### src/hdl/ext_port_pkg.sv
package ext_port_pkg;

    // APB register byte offsets
    localparam logic [7:0] OFF_BANK_CTL0   = 8'h00;
    localparam logic [7:0] OFF_BOOT_CTL    = 8'h10;
    localparam logic [7:0] OFF_IO_CTL      = 8'h14;
    localparam logic [7:0] OFF_PAGE_10     = 8'h18;
    localparam logic [7:0] OFF_PAGE_32     = 8'h1c;
    localparam logic [7:0] OFF_PORT_CTL    = 8'h20;
    localparam logic [7:0] OFF_EXT_STATE   = 8'h24;
    localparam logic [7:0] OFF_WR_STATUS   = 8'h28;

    // Space control field positions
    localparam int RWC_LSB = 0;
    localparam int WWC_LSB = 3;
    localparam int WMS_LSB = 6;
    localparam int CDS_LSB = 8;
    localparam int WHE_BIT = 11;

    // Status and port control field positions
    localparam int BSY_LSB     = 0;
    localparam int OWNER_LSB   = 2;
    localparam int PACK_LSB    = 7;
    localparam int WPEND_BIT   = 8;
    localparam int LOCK_BIT    = 0;

    // Reset values
    localparam logic [15:0] SPACE_CTL_RST = 16'h0000;
    localparam logic [7:0]  BANK1_PG_RST  = 8'h40;
    localparam logic [7:0]  BANK2_PG_RST  = 8'h80;
    localparam logic [7:0]  BANK3_PG_RST  = 8'hc0;
    localparam logic [7:0]  BANK0_PG_RST  = 8'h01;

    // Ack mode takes at least this many waitstates
    localparam logic [2:0] ACK_MIN_WAIT = 3'h2;

    localparam logic [1:0] BSY_IDLE    = 2'h0;
    localparam logic [1:0] BSY_OFFCHIP = 2'h1;
    localparam logic [1:0] BSY_ONCHIP  = 2'h2;

    typedef enum logic [1:0] {
        WMS_ACK    = 2'b00,
        WMS_COUNT  = 2'b01,
        WMS_BOTH   = 2'b10,
        WMS_EITHER = 2'b11
    } wait_mode_t;

    typedef enum logic [2:0] {
        ST_IDLE   = 3'b000,
        ST_STROBE = 3'b001,
        ST_HOLD   = 3'b010,
        ST_GRANT  = 3'b011
    } port_state_t;

    typedef struct packed {
        logic [3:0] unused;
        logic       write_hold_en;
        logic [2:0] clk_div_select;
        wait_mode_t wait_mode_select;
        logic [2:0] write_wait_count;
        logic [2:0] read_wait_count;
    } space_ctl_t;

    typedef struct packed {
        logic        valid;
        logic        write;
        logic        boot;
        logic        io;
        logic [21:0] addr;
        logic [15:0] wdata;
        logic [4:0]  owner;
    } mem_req_t;

endpackage

### src/hdl/ext_mem_port.sv
// The address map and the APB slave port were chosen for this implementation.
`timescale 1ns/100ps
// Summary of operation
// - Mode 00: access ends only on acknowledge, at least two waitstates.
// - Mode 01: acknowledge ignored, reads/writes use their own counts.
// - Mode 10: count expired and acknowledge both needed to end.
// - Mode 11: count expiry or acknowledge, whichever first, ends access.
// - Separate 3-bit read/write waitstate counts, 0 to 7 cycles.
// - Write hold keeps address and data one cycle past strobe release.
// - Hold cycle applied in every waitstate mode.
// - Per-space clock divider select: 1,2,4,8,16,32.
// - After reset four banks of about 64 pages each.
// - Bank 0 starts at page 0x01 (address 0x4000); matching bank select asserted.
// - Write pending flag bit 8 set while write outstanding.
// - Bus busy bits 1-0: idle, off-chip, on-chip owner.
// - Bits 6-2 hold current or last owner identifier.
// - Bits 8-7 report packer byte fill.
// - Core not stalled by writes; software polls write pending.
// - Idle port grants a request once it has passed the two-flop synchroniser, drivers off.
// - Core stalls only when it needs external access during grant.
// - Request during access is granted after the access finishes.
// - Request removal drops grant, re-enables drivers, resumes.
// - Requests honoured during boot; grant held off while presetn is low.
// - Grant-hung asserted when access waits on granted bus.
// - Wait mode select at bits 7-6 of each control register.
// - Divider select at bits 10-8 of each control register.
// - Bus lock set ignores external requests.
module ext_mem_port
    import ext_port_pkg::*;
(
    // APB
    input  wire logic        pclk,
    input  wire logic        presetn,
    input  wire logic        psel,
    input  wire logic        penable,
    input  wire logic        pwrite,
    input  wire logic [7:0]  paddr,
    input  wire logic [31:0] pwdata,
    output logic      [31:0] prdata,
    output logic             pready,
    output logic             pslverr,
    // Core request side
    input  wire mem_req_t    core_req,
    input  wire logic        core_booting,
    input  wire logic [1:0]  packer_fill,
    output logic             core_stall,
    output logic             core_done,
    output logic      [15:0] core_rdata,
    // External memory pins
    input  wire logic        ack,
    input  wire logic [15:0] data_in,
    output logic      [21:0] addr_out,
    output logic      [15:0] data_out,
    output logic             data_oe_n,
    output logic             addr_oe_n,
    output logic             rd_n,
    output logic             wr_n,
    output logic      [3:0]  bank_select_lines,
    output logic             boot_space_select_n,
    output logic             io_space_select_n,
    output logic             mem_iface_clk,
    // Bus arbitration
    input  wire logic        bus_request_n,
    output logic             bus_grant_n,
    output logic             grant_hung_n
);

    // Control and state registers
    space_ctl_t  bank_ctl_q [4];
    space_ctl_t  bootspace_ctl_q;
    space_ctl_t  iospace_ctl_q;
    logic [7:0]  bank_low_page_q [4];
    logic        bus_lock_q;
    logic        write_pending_q;
    logic [1:0]  ext_bus_busy_q;
    logic [4:0]  owner_q;
    logic [1:0]  fill_q;
    port_state_t state_q;
    mem_req_t    req_q;
    space_ctl_t  cur_ctl_q;
    logic [2:0]  wait_q;
    logic [4:0]  div_q;
    logic        tick_q;
    logic        ack_meta_q, ack_q;
    logic        breq_meta_q, breq_q;
    logic        boot_lat_q;

    // Synchronisers
    always_ff @(posedge pclk or negedge presetn) begin
        if (!presetn) begin
            ack_meta_q  <= 1'b0;
            ack_q       <= 1'b0;
            breq_meta_q <= 1'b1;
            breq_q      <= 1'b1;
        end else begin
            ack_meta_q  <= ack;
            ack_q       <= ack_meta_q;
            breq_meta_q <= bus_request_n;
            breq_q      <= breq_meta_q;
        end
    end

    // Bank decode on page number (address bits 21:14)
    wire [7:0] req_page = core_req.addr[21:14];
    logic [3:0] bank_hit;
    genvar gb;
    generate
        for (gb = 0; gb < 4; gb++) begin : g_bank
            if (gb < 3) begin : g_mid
                assign bank_hit[gb] = (req_page >= bank_low_page_q[gb]) &&
                                      (req_page <  bank_low_page_q[gb+1]);
            end else begin : g_top
                assign bank_hit[gb] = (req_page >= bank_low_page_q[gb]);
            end
        end
    endgenerate

    wire [1:0] bank_idx = bank_hit[3] ? 2'd3 : bank_hit[2] ? 2'd2 :
                          bank_hit[1] ? 2'd1 : 2'd0;
    wire       bank_any = |bank_hit;
    wire space_ctl_t sel_ctl = core_req.boot ? bootspace_ctl_q :
                               core_req.io   ? iospace_ctl_q   : bank_ctl_q[bank_idx];

    wire req_active  = !breq_q && !bus_lock_q;
    wire start_ok    = core_req.valid && (core_req.boot || core_req.io || bank_any);
    wire in_reset_gr = core_booting && !boot_lat_q;

    wire [2:0] cnt_sel = req_q.write ? cur_ctl_q.write_wait_count :
                                       cur_ctl_q.read_wait_count;
    wire       cnt_done = (wait_q >= cnt_sel);
    wire       ack_min  = (wait_q >= ACK_MIN_WAIT);
    logic      finish;
    always_comb begin
        unique case (cur_ctl_q.wait_mode_select)
            WMS_ACK:    finish = ack_q && ack_min;
            WMS_COUNT:  finish = cnt_done;
            WMS_BOTH:   finish = cnt_done && ack_q;
            WMS_EITHER: finish = cnt_done || ack_q;
        endcase
    end

    wire [4:0] div_max = 5'((6'h01 << cur_ctl_q.clk_div_select) - 6'h01);
    wire       div_end = (div_q >= div_max) || (cur_ctl_q.clk_div_select > 3'h5);
    always_ff @(posedge pclk or negedge presetn) begin
        if (!presetn) begin
            div_q         <= 5'h00;
            tick_q        <= 1'b0;
            mem_iface_clk <= 1'b0;
        end else begin
            // Restart in idle so every access starts on a whole period
            div_q         <= (div_end || state_q == ST_IDLE) ? 5'h00 : 5'(div_q + 5'h01);
            tick_q        <= div_end;
            mem_iface_clk <= (div_q > (div_max >> 1)) || div_end;
        end
    end

    // Pins lag state by one edge; count only once the strobe is out
    wire strobe_on = !rd_n || !wr_n;

    // Port sequencer
    always_ff @(posedge pclk or negedge presetn) begin
        if (!presetn) begin
            state_q   <= ST_IDLE;
            req_q     <= '0;
            cur_ctl_q <= SPACE_CTL_RST;
            wait_q    <= 3'h0;
            core_done <= 1'b0;
            core_rdata <= 16'h0000;
        end else begin
            core_done <= 1'b0;
            unique case (state_q)
                ST_IDLE: begin
                    if (req_active) begin
                        state_q <= ST_GRANT;
                    end else if (start_ok) begin
                        state_q   <= ST_STROBE;
                        req_q     <= core_req;
                        cur_ctl_q <= sel_ctl;
                        wait_q    <= 3'h0;
                    end
                end
                ST_STROBE: begin
                    if (tick_q && strobe_on) begin
                        if (finish) begin
                            core_done  <= 1'b1;
                            core_rdata <= data_in;
                            state_q <= (req_q.write && cur_ctl_q.write_hold_en) ?
                                       ST_HOLD : ST_IDLE;
                        end else if (wait_q != 3'h7) begin
                            wait_q <= 3'(wait_q + 3'h1);
                        end
                    end
                end
                ST_HOLD: begin
                    if (tick_q) begin
                        state_q <= ST_IDLE;
                    end
                end
                ST_GRANT: begin
                    if (!req_active) begin
                        state_q <= ST_IDLE;
                    end
                end
                default: state_q <= ST_IDLE;
            endcase
        end
    end

    wire granted = (state_q == ST_GRANT) && req_active;
    wire busy    = (state_q == ST_STROBE) || (state_q == ST_HOLD);

    // Pin drivers and arbitration outputs
    always_ff @(posedge pclk or negedge presetn) begin
        if (!presetn) begin
            addr_out            <= 22'h000000;
            data_out            <= 16'h0000;
            data_oe_n           <= 1'b1;
            addr_oe_n           <= 1'b0;
            rd_n                <= 1'b1;
            wr_n                <= 1'b1;
            bank_select_lines   <= 4'hf;
            boot_space_select_n <= 1'b1;
            io_space_select_n   <= 1'b1;
            bus_grant_n         <= 1'b1;
            grant_hung_n        <= 1'b1;
            core_stall          <= 1'b0;
            boot_lat_q          <= 1'b0;
        end else begin
            boot_lat_q <= core_booting;
            bus_grant_n <= !(granted || (in_reset_gr && req_active && !busy));
            addr_oe_n   <= granted;
            data_oe_n   <= granted || !(busy && req_q.write);
            addr_out    <= req_q.addr;
            data_out    <= req_q.wdata;
            rd_n        <= !((state_q == ST_STROBE) && !req_q.write);
            wr_n        <= !((state_q == ST_STROBE) && req_q.write);
            bank_select_lines <= (busy && !req_q.boot && !req_q.io) ?
                                 ~(4'h1 << bank_idx_q()) : 4'hf;
            boot_space_select_n <= !(busy && req_q.boot);
            io_space_select_n   <= !(busy && req_q.io);
            grant_hung_n <= !(granted && core_req.valid);
            core_stall   <= granted && core_req.valid;
        end
    end

    // Bank of the latched request
    function automatic logic [1:0] bank_idx_q();
        logic [7:0] pg;
        pg = req_q.addr[21:14];
        if (pg >= bank_low_page_q[3]) return 2'd3;
        if (pg >= bank_low_page_q[2]) return 2'd2;
        if (pg >= bank_low_page_q[1]) return 2'd1;
        return 2'd0;
    endfunction

    // APB slave, zero wait states
    wire       apb_wr   = psel && penable && pwrite;
    wire       apb_rd   = psel && !penable && !pwrite;
    wire       hit_bank = (paddr < OFF_BOOT_CTL) && (paddr[1:0] == 2'b00);
    wire [1:0] ctl_idx  = paddr[3:2];
    wire       mapped   = hit_bank || (paddr == OFF_BOOT_CTL) || (paddr == OFF_IO_CTL) ||
                          (paddr == OFF_PAGE_10) || (paddr == OFF_PAGE_32) ||
                          (paddr == OFF_PORT_CTL) || (paddr == OFF_EXT_STATE) ||
                          (paddr == OFF_WR_STATUS);
    wire [15:0] state_word = {7'h00, fill_q, owner_q, ext_bus_busy_q};
    logic [31:0] rd_mux;
    always_comb begin
        rd_mux = 32'h0000_0000;
        if (hit_bank)                    rd_mux = {16'h0000, bank_ctl_q[ctl_idx]};
        else if (paddr == OFF_BOOT_CTL)  rd_mux = {16'h0000, bootspace_ctl_q};
        else if (paddr == OFF_IO_CTL)    rd_mux = {16'h0000, iospace_ctl_q};
        else if (paddr == OFF_PAGE_10)   rd_mux = {16'h0000, bank_low_page_q[1], bank_low_page_q[0]};
        else if (paddr == OFF_PAGE_32)   rd_mux = {16'h0000, bank_low_page_q[3], bank_low_page_q[2]};
        else if (paddr == OFF_PORT_CTL)  rd_mux = {31'h0, bus_lock_q};
        else if (paddr == OFF_EXT_STATE) rd_mux = {16'h0000, state_word};
        else if (paddr == OFF_WR_STATUS) rd_mux = {23'h0, write_pending_q, 8'h00};
    end

    always_ff @(posedge pclk or negedge presetn) begin
        if (!presetn) begin
            for (int i = 0; i < 4; i++) begin
                bank_ctl_q[i] <= SPACE_CTL_RST;
            end
            bootspace_ctl_q    <= SPACE_CTL_RST;
            iospace_ctl_q      <= SPACE_CTL_RST;
            bank_low_page_q[0] <= BANK0_PG_RST;
            bank_low_page_q[1] <= BANK1_PG_RST;
            bank_low_page_q[2] <= BANK2_PG_RST;
            bank_low_page_q[3] <= BANK3_PG_RST;
            bus_lock_q         <= 1'b0;
            prdata             <= 32'h0000_0000;
            pready             <= 1'b0;
            pslverr            <= 1'b0;
        end else begin
            pready  <= apb_rd || (psel && !penable && pwrite);
            pslverr <= psel && !penable && !mapped;
            if (apb_rd) begin
                prdata <= rd_mux;
            end
            if (apb_wr) begin
                if (hit_bank)                   bank_ctl_q[ctl_idx] <= pwdata[15:0];
                if (paddr == OFF_BOOT_CTL)      bootspace_ctl_q     <= pwdata[15:0];
                if (paddr == OFF_IO_CTL)        iospace_ctl_q       <= pwdata[15:0];
                if (paddr == OFF_PAGE_10) begin
                    bank_low_page_q[0] <= pwdata[7:0];
                    bank_low_page_q[1] <= pwdata[15:8];
                end
                if (paddr == OFF_PAGE_32) begin
                    bank_low_page_q[2] <= pwdata[7:0];
                    bank_low_page_q[3] <= pwdata[15:8];
                end
                if (paddr == OFF_PORT_CTL)      bus_lock_q <= pwdata[LOCK_BIT];
            end
        end
    end

    // Status tracking
    always_ff @(posedge pclk or negedge presetn) begin
        if (!presetn) begin
            write_pending_q <= 1'b0;
            ext_bus_busy_q  <= BSY_IDLE;
            owner_q         <= 5'h00;
            fill_q          <= 2'h0;
        end else begin
            fill_q <= packer_fill;
            if (state_q == ST_IDLE && start_ok && !req_active && core_req.write) begin
                write_pending_q <= 1'b1;
            end else if (core_done || (state_q == ST_IDLE)) begin
                write_pending_q <= 1'b0;
            end
            if (granted) begin
                ext_bus_busy_q <= BSY_OFFCHIP;
            end else if (busy) begin
                ext_bus_busy_q <= BSY_ONCHIP;
                owner_q        <= req_q.owner;
            end else begin
                ext_bus_busy_q <= BSY_IDLE;
            end
        end
    end

endmodule // ext_mem_port

### config.mk
export PLATFORM = sky130hd
export DESIGN_NAME = ext_mem_port
export DESIGN_NICKNAME = d
export VERILOG_FILES = /design/src/hdl/ext_port_pkg.sv /design/src/hdl/ext_mem_port.sv
export SDC_FILE = /design/constraint.sdc
export NUM_CORES = 1
export LEC_CHECK = 0
export BUFFER_PORTS_ARGS = -buffer_cell sky130_fd_sc_hd__buf_2
export CAP_MARGIN = 10
export CORE_MARGIN = 1
export CORE_UTILIZATION = 55
export CTS_CLUSTER_SIZE = 20
export DETAILED_ROUTE_END_ITERATION = 6
export HOLD_SLACK_MARGIN = 0.02
export PLACE_DENSITY = 0.81
export SYNTH_ARGS = -nofsm -noshare
export SYNTH_HDL_FRONTEND = slang
export SYNTH_SLANG_ARGS = --single-unit
### constraint.sdc
create_clock -name pclk -period 4.4 [get_ports pclk]
set_input_delay 0.44 -clock pclk [delete_from_list [all_inputs] [get_ports pclk]]
set_output_delay 0.44 -clock pclk [all_outputs]
set_load 0.02 [all_outputs]
---- Word-level counts from Yosys, hierarchy flattened ----
Cells that the tools add are included.
word-level totals
  register bits after elaboration ......... 317
  output and inout port bits .............. 103
operators by class
  reduce and logical (&&, ||, !) cells .... 88
  add/sub/neg operators ................... 3
  eq/ne operators ......................... 23
  shift operators ......................... 2
  order comparisons ....................... 19
  bitwise logic cells ..................... 5
  muxes and demuxes ....................... 59
operator list
  kind                number
  $mux 16             8
  $bmux 16 s2         2
  $bwmux 64           1
  $ge 8x8->1          7
  $mux 12             4
  $mux 3              12
  $demux 16 s2        1
  $eq 8x5->1 const B  4
  $logic_and 1x1->1   32
  $mux 9              3
  $eq 8x6->1 const B  3
  $lt 8x8->1          3
  $mux 2              11
  $logic_not 1->1     20
  $logic_or 1x1->1    19
  $ne 2x2->1 const B  8
  $reduce_and 2->1    7
  $mux 1              12
  $pmux 3 s4          1
  $lt 8x5->1 const B  1
  $eq 3x2->1 const B  2
  $ge 3x3->1 const B  2
  $ne 3x3->1 const B  2
  $not 2->3           2
  27 further kinds    32

---- Depth between registers and ports, before layout ----
  depth in word-level cells ............... 11
  gate-level depth with buffers ........... 11
  mapped depth without buffers ............ 11

---- Worst setup path before layout ----
Ideal clock, no wire load.
  path type ............................... input-to-reg
  start point ............................. in core_req[35] (netlist bit)
  end point ............................... reg req_q[11] (netlist bit)
  slack ................................... 1.412 ns
  cell stages on the path ................. 10
  required time ........................... 4.273 ns
  buffers on the path ..................... 2
  arrival ................................. 2.860 ns
  library setup time ...................... 0.127 ns
  cells stage by stage .................... inv_1 -> ha_1 -> nand2b_4 -> a2111oi_4 -> nor3_2 -> or4_4 -> o311ai_4 -> buf_6 -> buf_6 -> mux2_1
on the way
  cells in the longest elaborated chain, start to end .. 6
RTL lines
  element                                          RTL line                                  text
  start, declared                                  ext_mem_port.sv:43                        input wire mem_req_t core_req,
  $ge 8x8->1 / $lt 8x8->1 (equally long branches)  ext_mem_port.sv:110, ext_mem_port.sv:111
  $logic_and 1x1->1                                ext_mem_port.sv:110                       assign bank_hit[gb] = (req_page >= bank_low_page_q[gb]) &&
  $reduce_or 4->1 *                                ext_mem_port.sv:120                       wire bank_any = |bank_hit;
  $logic_or 1x1->1 *                               ext_mem_port.sv:125                       wire start_ok = core_req.valid && (core_req.boot || core_req.io || bank_any);
  $logic_and 1x1->1 *                              ext_mem_port.sv:125
  $reduce_and 3->1 (no source line) *              n/a
  end signal, assigned                             ext_mem_port.sv:177                       req_q <= core_req;
  end, declared                                    ext_mem_port.sv:79                        mem_req_t req_q;
Every way passes the cells marked *; elsewhere a longest branch is shown, timed or not.
A chain may end at the register's enable or synchronous reset.

---- Worst setup path after layout ----
  start point ............................. reg bank_low_page_q[0] (netlist bit)
  end point ............................... reg req_q[4] (netlist bit)
on the way
  cells in the longest elaborated chain, start to end .. 6
RTL lines
  element                              RTL line             text
  start, declared                      ext_mem_port.sv:72   logic [7:0] bank_low_page_q [4];
  $lt 8x8->1                           ext_mem_port.sv:111  (req_page < bank_low_page_q[gb+1]);
  $logic_and 1x1->1                    ext_mem_port.sv:110
  $reduce_or 4->1 *                    ext_mem_port.sv:120
  $logic_or 1x1->1 *                   ext_mem_port.sv:125
  $logic_and 1x1->1 *                  ext_mem_port.sv:125
  $reduce_and 3->1 (no source line) *  n/a
Marked as above.

==> impl_metrics.xml <==
<?xml version="1.0" encoding="UTF-8"?>
<metrics>
  <group name="routing">
    <metric name="detailed_routing_iteration_count_for_the_pre_antenna_repair_pass" unit="">5</metric>
    <metric name="drcViolationCount" unit="">0</metric>
    <metric name="wl_per_cell" unit="microns">20.5</metric>
    <metric name="detail_route.vias_per_cell" unit="">5.86</metric>
    <metric name="routed_wl" unit="microns">34400</metric>
    <metric name="drtAntennaViolNets" unit="">0</metric>
    <metric name="vias" unit="">9807</metric>
    <metric name="dr.first_iter.drc_count" unit="">619</metric>
  </group>
  <group name="synthesis">
    <metric name="synth_enable_flop_cells" unit="">0</metric>
    <metric name="postSynth.asyncResetShare" unit="%">100</metric>
    <metric name="netlist_top_cells_area" unit="">sky130_fd_sc_hd__dfrtp_1 (50%), sky130_fd_sc_hd__mux2_2 (12%), sky130_fd_sc_hd__ha_1 (6.8%)</metric>
    <metric name="synth_seq_cells" unit="">299</metric>
    <metric name="ys_dominant_reg_cell" unit="">sky130_fd_sc_hd__dfrtp_1</metric>
    <metric name="synth.largest_area_cell" unit="">sky130_fd_sc_hd__dfrtp_1</metric>
    <metric name="synth.avg_cell_area" unit="sq um">12.5</metric>
    <metric name="syn-instance-count" unit="">1128</metric>
    <metric name="netlist.area_leader.share" unit="%">49.9</metric>
    <metric name="number_of_distinct_library_cells_after_synthesis" unit="">62</metric>
    <metric name="synth-warning-count" unit="">0</metric>
    <metric name="netlist_area" unit="sq um">14100</metric>
    <metric name="seq_area_frac_synth" unit="%">53.2</metric>
    <metric name="most_frequent_cells_after_synthesis" unit="">sky130_fd_sc_hd__dfrtp_1 (281), sky130_fd_sc_hd__mux2_2 (149), sky130_fd_sc_hd__nand2_1 (84), sky130_fd_sc_hd__ha_1 (77), sky130_fd_sc_hd__o21ai_0 (53)</metric>
    <metric name="synth_most_common_cell" unit="">sky130_fd_sc_hd__dfrtp_1</metric>
  </group>
  <group name="clock_network">
    <metric name="cts_max_path_buffers" unit="">3</metric>
    <metric name="cts_resized" unit="">0</metric>
    <metric name="clk_transition_reported_paths" unit="ns">0.06</metric>
    <metric name="cts_inserted_buffers" unit="">31</metric>
    <metric name="maximum_level_of_the_cts_h_tree" unit="">1</metric>
    <metric name="cts.sink_count" unit="">299</metric>
    <metric name="clk_latency" unit="ns">0.56</metric>
    <metric name="cts_hold_repair.buffers" unit="">5</metric>
    <metric name="cts.repair_timing.setup_buffer_count" unit="">0</metric>
    <metric name="tritoncts" unit="">built</metric>
    <metric name="cts_root_buffer" unit="">sky130_fd_sc_hd__clkbuf_16</metric>
  </group>
  <group name="critical_path">
    <metric name="timing.critical_path.max_delay_family" unit="">simple AND/OR/NAND/NOR gates</metric>
    <metric name="worst_setup_path_start" unit="">bank_low_page_q[0]</metric>
    <metric name="endpoint_kind" unit="">flop</metric>
    <metric name="crit-reg2reg-launch" unit="">bank_low_page_q[0]</metric>
    <metric name="timing.reg2reg.setup_slack" unit="ns">0.96</metric>
    <metric name="cp_data_arrival_time" unit="ns">3.88</metric>
    <metric name="timing.critical_path.cells" unit="">ha_1, nand2b_4, a2111oi_4, nor3_2, or4_4, o311ai_4, buf_4, mux2_2</metric>
    <metric name="crit_buf_inv" unit="">1</metric>
    <metric name="r2r_end" unit="">req_q[4]</metric>
    <metric name="timing.critical_path.required" unit="ns">4.83</metric>
    <metric name="startpoint_type" unit="">flop</metric>
    <metric name="reg2regPathDepth" unit="">8</metric>
    <metric name="worst-path-stages" unit="">8</metric>
    <metric name="crit_path_end" unit="">req_q[4]</metric>
    <metric name="crit_path_max_fanout" unit="">46</metric>
    <metric name="path_class" unit="">flop to flop</metric>
    <metric name="cp_slowest_cell" unit="">sky130_fd_sc_hd__or4_4</metric>
    <metric name="critical_path.max_stage_delay" unit="ns">0.56</metric>
  </group>
  <group name="sta">
    <metric name="fin_crit_sh" unit="%">78.3</metric>
    <metric name="final_hold_viol_count" unit="">0</metric>
    <metric name="drv_slew" unit="">0</metric>
    <metric name="tightest_slew" unit="ns">1.12</metric>
    <metric name="fin_tns_setup" unit="ns">0</metric>
    <metric name="setup-violations-final" unit="">0</metric>
    <metric name="timing.max_slew.rel_slack" unit="%">25.1</metric>
    <metric name="rsz_0062_raised_after_global_routing" unit="">no</metric>
    <metric name="clock-skew-final" unit="ns">0.0140</metric>
    <metric name="timing.fmax" unit="MHz">290</metric>
    <metric name="period_minus_slack" unit="ns">3.44</metric>
  </group>
  <group name="grt">
    <metric name="antenna_found_initial" unit="">2</metric>
    <metric name="track_usage" unit="%">26.8</metric>
    <metric name="first_global_vias" unit="">9994</metric>
    <metric name="grt-ovfl-total" unit="">0</metric>
    <metric name="grt_first_pass_wirelength" unit="microns">54400</metric>
    <metric name="grt_max_degree" unit="">139</metric>
  </group>
  <group name="power">
    <metric name="power.total" unit="uW">8700</metric>
    <metric name="power.static_leakage" unit="uW">0.00822</metric>
    <metric name="worst_ir_drop_vdd" unit="mV">0.387</metric>
    <metric name="power_density" unit="nW/um^2">528</metric>
  </group>
  <group name="status">
    <metric name="status" unit="">finished, final reports clean</metric>
  </group>
  <group name="die">
    <metric name="floorplan.rows" unit="">58</metric>
    <metric name="core-area" unit="sq um">25200</metric>
    <metric name="floorplan.die_area" unit="sq um">26300</metric>
    <metric name="floorplan.die.width" unit="microns">162</metric>
    <metric name="die-height" unit="microns">162</metric>
    <metric name="floorplan.initialDensity" unit="%">56.0</metric>
    <metric name="io-pin-count" unit="">216</metric>
  </group>
  <group name="placement">
    <metric name="dpl.cell_count" unit="">1612</metric>
    <metric name="finalWeightedCongestion" unit="">0.883</metric>
    <metric name="io_buffers" unit="">183</metric>
    <metric name="dp.final_hpwl" unit="microns">23700</metric>
  </group>
  <group name="worst_hold_path">
    <metric name="timing.hold.worst.class" unit="">primary input to asynchronous set/reset pin</metric>
  </group>
  <group name="layout">
    <metric name="insertedDiodeCount" unit="">0</metric>
    <metric name="final_cell_count_no_fill" unit="">1674</metric>
    <metric name="final_net_count" unit="">1510</metric>
    <metric name="syn_to_final_growth" unit="%">16.8</metric>
    <metric name="post-route-util" unit="%">65.4</metric>
    <metric name="final_layout_size_suffix_gt1_share" unit="%">34.2</metric>
  </group>
  <group name="job">
    <metric name="drv.max_cap_violation_count" unit="">0</metric>
  </group>
</metrics>
[stage by stage]
step	cell area [sq um]	hold WS (ns)	worst slack [ns]
5_1_grt	16500	0.0856	0.862
3_5_place_dp	15300	0.340	0.758
2_1_floorplan	14200	0.144	1.41
3_3_place_gp	15300	0.341	0.821
6_report	16500	0.00645	0.957
4_1_cts	16500	0.0658	0.973
[state kept, by name, summed over array words and instances, names as in the netlist, 16 cells and up]
name             cells
req_q               46
bank_ctl_q          64
iospace_ctl_q       16
bootspace_ctl_q     16
addr_out            22
data_out            16
core_rdata          16
prdata              16
bank_low_page_q     32
[final cells by class]
cell class	instances	area, sq um
inverters	48	180
multi-input cells	734	6160
clock inverters	15	211
fillers	1857	8700
repair buffers	206	1120
flip-flops and latches	299	7500
clock buffers	42	887
well taps	330	413
[metal layers]
metal	track usage [%]	part of all wire (%)	up-vias
li1	-	-	4426
met1	34.2	40	4923
met2	45.0	49	348
met3	4.62	6.4	106
met4	11.6	4.6	4
met5	0	0.049	-
[power by group]
group | leakage (uW) | internal, uW | total, uW | switching [uW]
clock | 0.000536 | 1700 | 2790 | 1090
sequential | 0.00374 | 3380 | 3750 | 370
combinational | 0.00394 | 909 | 2160 | 1250
[cells by family after synthesis]
group                    share of synthesized area, %
flip-flops                                       53.2
other                                          0.0266
buffers and inverters                            3.63
AO/OA/AOI/OAI                                    8.90
AND/OR/NAND/NOR                                  7.62
multiplexers                                     19.5
adder cells (fa/ha/maj)                          6.83
XOR/XNOR                                        0.248
[placed cells by master (no fill, tap or decap), types with 31 or more instances in the layout]
master / n
sky130_fd_sc_hd__a21oi_1: 51
sky130_fd_sc_hd__buf_2: 182
sky130_fd_sc_hd__clkbuf_16: 31
sky130_fd_sc_hd__dfrtp_1: 281
sky130_fd_sc_hd__ha_1: 77
sky130_fd_sc_hd__inv_1: 48
sky130_fd_sc_hd__mux2_2: 149
sky130_fd_sc_hd__nand2_1: 84
sky130_fd_sc_hd__nor2_1: 48
sky130_fd_sc_hd__o21ai_0: 53
[worst min path at each step]
stage / start / endpoint / depth (start not counted) / slack, ns
2_1_floorplan: presetn / ack_meta_q / 0 / 0.14
3_3_place_gp: ack_meta_q / ack_q / 0 / 0.34
3_5_place_dp: ack_meta_q / ack_q / 0 / 0.34
4_1_cts: presetn / req_q[37] / 1 / 0.07
5_1_grt: core_req[33] / req_q[33] / 2 / 0.09
6_report: presetn / req_q[21] / 1 / 0.006
[worst reg2reg max path: cells and delay by family (launching register included)]
| kind | cells | cell delay (ns) |
|---|---|---|
| adder cells (fa/ha/maj) | 1 | 0.31 |
| AO/OA/AOI/OAI | 2 | 0.70 |
| multiplexers | 1 | 0.42 |
| AND/OR/NAND/NOR | 3 | 0.95 |
| buffers and inverters | 1 | 0.53 |
| flip-flops | 1 | 0.43 |
(Power assumes the default switching activity.)
